$ cat config.mk
export PLATFORM = sky130hd
export DESIGN_NAME = dofs_output_select
export DESIGN_NICKNAME = d
export VERILOG_FILES = /design/src/include/dofs_pkg.sv /design/src/design/dofs_output_select.sv /design/src/design/dofs_sync3.sv /design/src/design/dofs_term_mux.sv
export VERILOG_INCLUDE_DIRS = /design/src /design/src/include
export SDC_FILE = /design/constraint.sdc
export NUM_CORES = 1
export LEC_CHECK = 0
export BUFFER_PORTS_ARGS = -buffer_cell sky130_fd_sc_hd__buf_2
export CORE_ASPECT_RATIO = 1.75
export CORE_MARGIN = 4
export CORE_UTILIZATION = 35
export CTS_BUF_LIST = sky130_fd_sc_hd__clkbuf_8
export DETAILED_ROUTE_END_ITERATION = 7
export GPL_ROUTABILITY_DRIVEN = 0
export REMOVE_ABC_BUFFERS = 1
export SYNTH_ARGS = -nofsm -noshare
export SYNTH_HDL_FRONTEND = slang
export SYNTH_SLANG_ARGS = --single-unit
$ cat constraint.sdc
create_clock -name clk_sys -period 2.6 [get_ports clk_sys]
set_input_delay 0.39 -clock clk_sys [delete_from_list [all_inputs] [get_ports clk_sys]]
set_output_delay 0.39 -clock clk_sys [all_outputs]
set_load 0.01 [all_outputs]
$ cat src/include/dofs_defines.svh
// timing counts and select codes for the digital output function selector
`ifndef DOFS_DEFINES_SVH
`define DOFS_DEFINES_SVH

// ****************************************************************
// clock and timing
// ****************************************************************
`define DOFS_CLK_HZ          50000000
`define DOFS_INDEX_HOLD_MS   10
`define DOFS_INDEX_HOLD_CYC  ((`DOFS_CLK_HZ / 1000) * `DOFS_INDEX_HOLD_MS)

// ****************************************************************
// select code layout
// ****************************************************************
`define DOFS_SEL_W           6
`define DOFS_COND_N          64
`define DOFS_SEL_OFF         6'h00
`define DOFS_TERM_N          4
`define DOFS_TERM_RELAY1     0
`define DOFS_TERM_RELAY2     1
`define DOFS_TERM_COLLECTOR  2
`define DOFS_TERM_FAST       3

// ****************************************************************
// reset values of the selects
// ****************************************************************
`define DOFS_RST_RELAY1      6'h01
`define DOFS_RST_RELAY2      6'h05
`define DOFS_RST_OTHER       6'h00

`endif

$ cat src/include/dofs_pkg.sv
// shared types of the digital output function selector
package dofs_pkg;

    // per-condition live inputs, grouped by origin
    typedef struct packed {
        logic running;
        logic fwdRunning;
        logic revRunning;
        logic jogging;
        logic fault;
        logic freqLevelDetectA;
        logic freqLevelDetectB;
        logic freqReached;
        logic outFreqZero;
        logic refFreqZero;
        logic upperLimit;
        logic lowerLimit;
        logic mainPowerOk;
        logic ctrlPowerOk;
        logic protectionActive;
        logic readyToRun;
        logic preExciting;
        logic overloadAlarm;
        logic underloadAlarm;
        logic stageDone;
        logic cycleDone;
        logic busAboveUv;
        logic pulseSuperpose;
        logic safeTorqueOffFault;
        logic positioningDone;
        logic spindleZeroDone;
        logic spindleScaleDone;
        logic speedLimited;
        logic modeSwitchDone;
        logic rampAboveDetect;
    } dofs_status_t;

    // fieldbus virtual bits, one per terminal
    typedef struct packed {
        logic [3:0] modbus;
        logic [3:0] fieldbusA;
        logic [3:0] ethernet;
        logic [3:0] realtimeEth;
    } dofs_virt_t;

    // programmable card collector outputs
    typedef struct packed {
        logic cardCollectorOutA;
        logic cardCollectorOutB;
    } dofs_card_t;

endpackage : dofs_pkg

$ cat src/design/dofs_output_select.sv
// digital output function selector: condition vector and four terminals
//
// Contract
// - two relays, collector, fast terminal, own selects
// - fast terminal: pulse train or plain level
// - same code usable on several terminals
// - code zero keeps terminal off, except the fast terminal in pulse mode
// - codes 1-4 running, forward, reverse, jog
// - code 5 drive fault
// - code 9 output and reference both zero
// - codes 10, 11 upper, lower limit
// - code 12 powers ok, no protection, ready
// - code 13 during pre-excitation
// - codes 14, 15 overload, underload pre-alarm
// - codes 16, 17 sequencer stage, cycle done
// - codes 23,24,25,34 fieldbus virtual bits
// - code 26 bus above undervoltage
// - code 27 index pulse held 10 ms
// - code 28 pulse superposition active
// - code 29 safe torque off fault
// - codes 30-32 positioning, spindle zero, scale
// - code 33 frequency held at limit
// - code 36 speed/position switchover done
// - code 37 ramp reference above detect value
// - codes 41, 42 card collector outputs
`timescale 1ns/10ps
`include "dofs_defines.svh"
module dofs_output_select #(
    parameter int unsigned INDEX_HOLD_CYC = `DOFS_INDEX_HOLD_CYC
) (
    input  wire logic                       clk_sys,
    input  wire logic                       rst,
    input  wire logic [`DOFS_SEL_W-1:0]     selRelay1,
    input  wire logic [`DOFS_SEL_W-1:0]     selRelay2,
    input  wire logic [`DOFS_SEL_W-1:0]     selCollector,
    input  wire logic [`DOFS_SEL_W-1:0]     selFast,
    input  wire logic                       fastPulseMode,
    input  wire logic                       fastPulseTrain,
    input  wire dofs_pkg::dofs_status_t     status,
    input  wire dofs_pkg::dofs_virt_t       virtBits,
    input  wire dofs_pkg::dofs_card_t       cardOut,
    input  wire logic                       encIndexPin,
    output logic                            relay1,
    output logic                            relay2,
    output logic                            collectorOut,
    output logic                            fast_pulse_terminal,
    output logic                            indexHoldActive
);

    // ****************************************************************
    // index pulse stretcher
    // ****************************************************************

    logic        indexSync;
    logic        indexPrev;
    logic        indexRise;
    logic [31:0] holdCount;
    logic [31:0] next_holdCount;

    // the index arrives from the encoder pin, outside our domain
    dofs_sync3 uIndexSync (
        .clk_sys (clk_sys),
        .rst     (rst),
        .din     (encIndexPin),
        .dout    (indexSync)
    );

    assign indexRise = indexSync & ~indexPrev;
    // a new index restarts the window rather than being lost
    assign next_holdCount = indexRise ? INDEX_HOLD_CYC
                          : (holdCount != 32'h00000000) ? holdCount - 32'h00000001
                          : holdCount;

    // hold the level for the configured time after each index edge
    always_ff @(posedge clk_sys) begin
        if (rst) begin
            indexPrev <= 1'b0;
            holdCount <= 32'h00000000;
        end else begin
            indexPrev <= indexSync;
            holdCount <= next_holdCount;
        end
    end

    assign indexHoldActive = (holdCount != 32'h00000000);

    // ****************************************************************
    // condition vector indexed by select code
    // ****************************************************************

    logic [`DOFS_COND_N-1:0] cond;
    logic [`DOFS_TERM_N-1:0] virtSel;

    // every unlisted code other than the virtual-bit codes 23, 24, 25, 34 is tied off so the terminal stays off
    always_comb begin
        cond     = '0;
        cond[0]  = 1'b0;
        cond[1]  = status.running;
        cond[2]  = status.fwdRunning;
        cond[3]  = status.revRunning;
        cond[4]  = status.jogging;
        cond[5]  = status.fault;
        cond[6]  = status.freqLevelDetectA;
        cond[7]  = status.freqLevelDetectB;
        cond[8]  = status.freqReached;
        cond[9]  = status.outFreqZero & status.refFreqZero;
        cond[10] = status.upperLimit;
        cond[11] = status.lowerLimit;
        cond[12] = status.mainPowerOk & status.ctrlPowerOk
                 & ~status.protectionActive & status.readyToRun;
        cond[13] = status.preExciting;
        cond[14] = status.overloadAlarm;
        cond[15] = status.underloadAlarm;
        cond[16] = status.stageDone;
        cond[17] = status.cycleDone;
        cond[26] = status.busAboveUv;
        cond[27] = indexHoldActive;
        cond[28] = status.pulseSuperpose;
        cond[29] = status.safeTorqueOffFault;
        cond[30] = status.positioningDone;
        cond[31] = status.spindleZeroDone;
        cond[32] = status.spindleScaleDone;
        cond[33] = status.speedLimited;
        cond[36] = status.modeSwitchDone;
        cond[37] = status.rampAboveDetect;
        cond[41] = cardOut.cardCollectorOutA;
        cond[42] = cardOut.cardCollectorOutB;
    end

    // ****************************************************************
    // terminals
    // ****************************************************************

    logic [`DOFS_SEL_W-1:0] sel    [`DOFS_TERM_N];
    logic [`DOFS_TERM_N-1:0] level;

    assign sel[`DOFS_TERM_RELAY1]    = selRelay1;
    assign sel[`DOFS_TERM_RELAY2]    = selRelay2;
    assign sel[`DOFS_TERM_COLLECTOR] = selCollector;
    assign sel[`DOFS_TERM_FAST]      = selFast;

    // virtual bits differ per terminal, so each gets its own vector
    genvar t;
    generate
        for (t = 0; t < `DOFS_TERM_N; t++) begin : g_term
            logic [`DOFS_COND_N-1:0] termCond;
            always_comb begin
                termCond     = cond;
                termCond[23] = virtBits.modbus[t];
                termCond[24] = virtBits.fieldbusA[t];
                termCond[25] = virtBits.ethernet[t];
                termCond[34] = virtBits.realtimeEth[t];
            end
            dofs_term_mux uMux (
                .clk_sys (clk_sys),
                .rst     (rst),
                .sel     (sel[t]),
                .cond    (termCond),
                .level   (level[t])
            );
        end
    endgenerate

    assign virtSel = level;

    // fast terminal forwards the pulse generator when in pulse mode
    always_ff @(posedge clk_sys) begin
        if (rst) begin
            fast_pulse_terminal <= 1'b0;
        end else begin
            fast_pulse_terminal <= fastPulseMode ? fastPulseTrain
                                 : level[`DOFS_TERM_FAST];
        end
    end

    assign relay1       = virtSel[`DOFS_TERM_RELAY1];
    assign relay2       = virtSel[`DOFS_TERM_RELAY2];
    assign collectorOut = virtSel[`DOFS_TERM_COLLECTOR];

endmodule : dofs_output_select

$ cat src/design/dofs_sync3.sv
// three-stage input synchroniser with agreement on the last two stages
`timescale 1ns/10ps
module dofs_sync3 (
    input  wire logic clk_sys,
    input  wire logic rst,
    input  wire logic din,
    output logic      dout
);
    logic s1;
    logic s2;
    logic s3;

    // s1 is read only by s2 to keep metastability contained
    always_ff @(posedge clk_sys) begin
        if (rst) begin
            s1   <= 1'b0;
            s2   <= 1'b0;
            s3   <= 1'b0;
            dout <= 1'b0;
        end else begin
            s1 <= din;
            s2 <= s1;
            s3 <= s2;
            if (s2 == s3) begin
                dout <= s3;
            end
        end
    end
endmodule : dofs_sync3

$ cat src/design/dofs_term_mux.sv
// one output terminal: select code to registered level
`timescale 1ns/10ps
`include "dofs_defines.svh"
module dofs_term_mux (
    input  wire logic                       clk_sys,
    input  wire logic                       rst,
    input  wire logic [`DOFS_SEL_W-1:0]     sel,
    input  wire logic [`DOFS_COND_N-1:0]    cond,
    output logic                            level
);
    logic next_level;

    // code zero and unused codes see a zero entry in the vector
    assign next_level = (sel == `DOFS_SEL_OFF) ? 1'b0 : cond[sel];

    // registered so the pin does not glitch while the select changes
    always_ff @(posedge clk_sys) begin
        if (rst) begin
            level <= 1'b0;
        end else begin
            level <= next_level;
        end
    end
endmodule : dofs_term_mux

==> reports/results.txt <==
The category of the worst setup path launch point was a flip-flop. In this run, synthesis produced a sequential element count of 42. Summing over every cut layer, the via total after detailed routing is 3619. The fraction of final layout cells sized beyond drive strength 1 is 27.4%. The share of the Yosys chip area taken by registers is 25.0%.

By startpoint and endpoint, the worst setup path is classified as reg -> reg. The critical path's largest stage delay is 0.64 ns, and the number of enable-type register cells in the synthesized netlist is 0. The final critical path takes up 92.2% of the cycle. The upper clock frequency limit was 417 MHz; the final net count was 546.

After detailed routing, the total wire length is 10700 um. Prior to clock tree synthesis, the placed netlist has a worst setup slack of 0.196 ns. After technology mapping, the gate count stands at 401.

Entering global routing, the biggest net connects 31 pins. Final count of pins violating max slew: 0. The tools report the final hold violation count as 0.

Counting stages on the worst path, the most repeated cell is or4_1. The ratio of total power to cell area was 1010 nW/um^2. The number of nets still failing antenna checks after routing is 0, and the detailed-routing iteration count for the pre-antenna-repair pass is 7. The tools report the number of clock sinks seen by CTS as 42. The number of ports placed on the die boundary came out at 82. The least setup slack across all paths after layout is 0.202 ns.

The flow ran to the end, and the final reports show no timing, DRC or antenna violations. The cell area that synthesis handed to floorplanning was 3360 um^2. The worst path arrival time was 2.63 ns. Averaged over all synthesized cells, the footprint is 8.37 um^2.

The initialized floorplan defines 47 standard-cell rows. Number of global-route vias before repair: 3669. For the later-pin clock latency in the skew report, the log shows 0.30 ns. The tools report the total placed cells including tap cells as 582.

The floorplan step defined a die boundary enclosing 11300 um^2. TritonCTS built the clock tree. The worst-case IR drop observed on VDD is 0.000445 V. STA classifies the critical path endpoint as a flip-flop. For this design, the CTS-stage hold fixing added 0 buffers. The signal on the critical path passes through or4_1, nor2_2, nand4_1, or4_1, a21oi_1. The die is 138 um tall.

The number of H-tree levels is 2. The clock passes through at most 2 buffers. The wire length of the first global-routing pass was 17300 um. The slowest cell on the critical path was or4_1. Port buffering added 81 buffers.

The clock slew seen by the registers of the worst setup and hold paths came out at 0.08 ns. The initial utilization of the core area, before any placement, comes to 35.7%. For the initial antenna violation count, the log shows 0.

The data required time of the worst path was 2.83 ns; the number of violations of the max-capacitance limit was 0. For this run the aggregate overflow at the end of global routing stands at 0. The distinct cell type count after synthesis is 56.

Total of fill cells in the finished design: 999. On the final layout, the worst clock skew is 0.00588 ns. The maximum net fanout on the critical path was 10.

The die is 82.0 um wide. The count of buffer and inverter cells on the critical path is 0, and the area of the core region is 9410 um^2. In this design, the largest share of critical-path delay is due to simple AND/OR/NAND/NOR gates. For this run, the number of standard cells in the final layout without fillers is 590. Setup repair after global routing left no endpoint under its margin. For the final routed database, the setup TNS stands at 0 ns.

The CTS root buffer was clkbuf_8. The actual transition at the worst max-transition pin was 0.655 ns. The logs give 5 for the TritonCTS buffer count and 19.8% for the overall routing resource usage. For the DRC violation total after the first TritonRoute iteration, the log shows 183. The path category of the worst min-delay check is in -> reg. In the final routed layout, each cell accounts on average for 18.1 um.

Yosys printed 0 warnings. The run gives 0.294 ns as the worst slack on hold paths. For this run, the leading register cell type out of synthesis is dfxtp_1. The share of synthesized flip-flops with an asynchronous set or reset was 0%; the headroom to the max-slew limit was 56.3%. Compared with the post-synthesis result, the final layout area differs by 18.4%. In the routed design, unresolved DRC markers number 0.

Once detailed placement completed, the half-perimeter wirelength came to 8540 um. The reported leakage power is 1.55 nW. Setup violations remaining at the end of the flow were counted as 0. The count of inserted antenna diode cells was 0; the detailed-route vias per instance was 6.13. The worst path in the final design needs a cycle of 2.40 ns, including I/O delays and setup.
[power breakdown]
part,switching (mW),internal (mW),total (mW)
sequential,0.217,0.868,1.08
clock,0.242,0.283,0.525
combinational,1.46,0.923,2.39
[area by class of cell]
type	count	area (um^2)	area share (%)
Clock buffer	5	68.8	1.73
Clock inverter	3	41.3	1.04
Inverter	12	45.0	1.13
Multi-Input combinational cell	317	2360	59.4
Sequential cell	42	841	21.2
Tap cell	122	153	3.84
Timing Repair Buffer	89	465	11.7
[worst paths after layout]
kind	slack, ns	start	endpoint	cells past startpoint
setup / recovery	0.20	holdCount[5]$_SDFFE_PP0P_	holdCount[26]$_SDFFE_PP0P_	5
setup reg to reg	0.20	holdCount[5]$_SDFFE_PP0P_	holdCount[26]$_SDFFE_PP0P_	5
hold / removal	0.29	encIndexPin	uIndexSync.s1$_SDFF_PP0_	2
hold reg to reg	0.45	uIndexSync.s1$_SDFF_PP0_	uIndexSync.s2$_SDFF_PP0_	1
[routing by layer]
metal  track usage (%)  vias up  wire length, um
li1                  -     1724                -
met1              19.5     1701             3690
met4              12.2        0              633
met2              37.5      153             5790
met3              2.49       41              570
met5                 0        -                0
[worst reg2reg max path: stages, from the launching register on]
cell	delay (ns)
dfxtp_1	0.34
or4_1	0.64
nor2_2	0.25
nand4_1	0.36
or4_1	0.58
a21oi_1	0.14
[cells by family (layout without fill, tap and decap cells)]
kind of cell	Yosys count	after routing	synth area share, %
and+or+nand+nor	165	165	28.6
muxes	42	42	18.5
adders and majority gates	2	2	0.745
DFF	42	42	25.0
buffers and inverters	42	109	4.84
AOI/OAI and AO/OA	108	108	22.3
[placed cells by master (no fill, tap or decap), drive strengths merged, types with 2 or more instances in the layout]
cell type,count
a2111oi,2
a21oi,23
a221o,2
a221oi,4
a22oi,5
a311oi,3
a31oi,9
a32oi,2
a41oi,5
and2,2
and4,6
and4b,2
buf,89
clkbuf,5
dfxtp,42
ha,2
inv,13
mux2,10
mux2i,17
mux4,15
nand2,23
nand2b,8
nand3,7
nand4,6
nand4b,4
nor2,28
nor2b,18
nor3,11
nor4,10
nor4b,3
o211ai,3
o21ai,17
o2bb2ai,2
o31ai,15
o32ai,2
o41ai,5
or2,4
or3,12
or4,17
[state kept, by name, indices dropped and copies added, names as in the netlist]
name	count
g_term.uMux.level	4
holdCount	32
uIndexSync.s1	1
uIndexSync.dout	1
fast_pulse_terminal	1
uIndexSync.s3	1
uIndexSync.s2	1
indexPrev	1
[metrics by stage]
stage | utilization [%] | power (mW) | area (um^2)
after CTS | 42.2 | 3.99 | 3970
after global placement | 41.0 | 3.40 | 3860
after floorplan | - | 2.66 | 3240
after detailed placement | 41.0 | 3.46 | 3860
after global routing | 42.2 | 4.36 | 3980
final | 42.2 | 4.00 | 3980
[timing repair]
action / in CTS / in global routing
resized for setup: 0 / 1
endpoints found under the setup margin: 0 / 2
setup buffers: 0 / 0
[synthesized netlist by cell type (7+ instances only)]
library cell	n	area share, %
nor2b_1	18	3.4
clkbuf_1	22	2.5
dfxtp_1	42	25
mux2i_1	17	5.1
nand2_1	23	2.6
or4_1	17	3.8
or3_1	12	2.2
inv_1	12	1.3
a31oi_1	9	1.7
nand3_1	7	1.0
mux4_2	15	10
o21ai_0	17	2.5
nor4_1	10	1.9
mux2_2	10	3.4
a21oi_1	23	3.4
o31ai_1	15	3.4
nor3_1	11	1.6
nor2_1	27	3.0
nand2b_1	8	1.5
(Power assumes the default switching activity.)
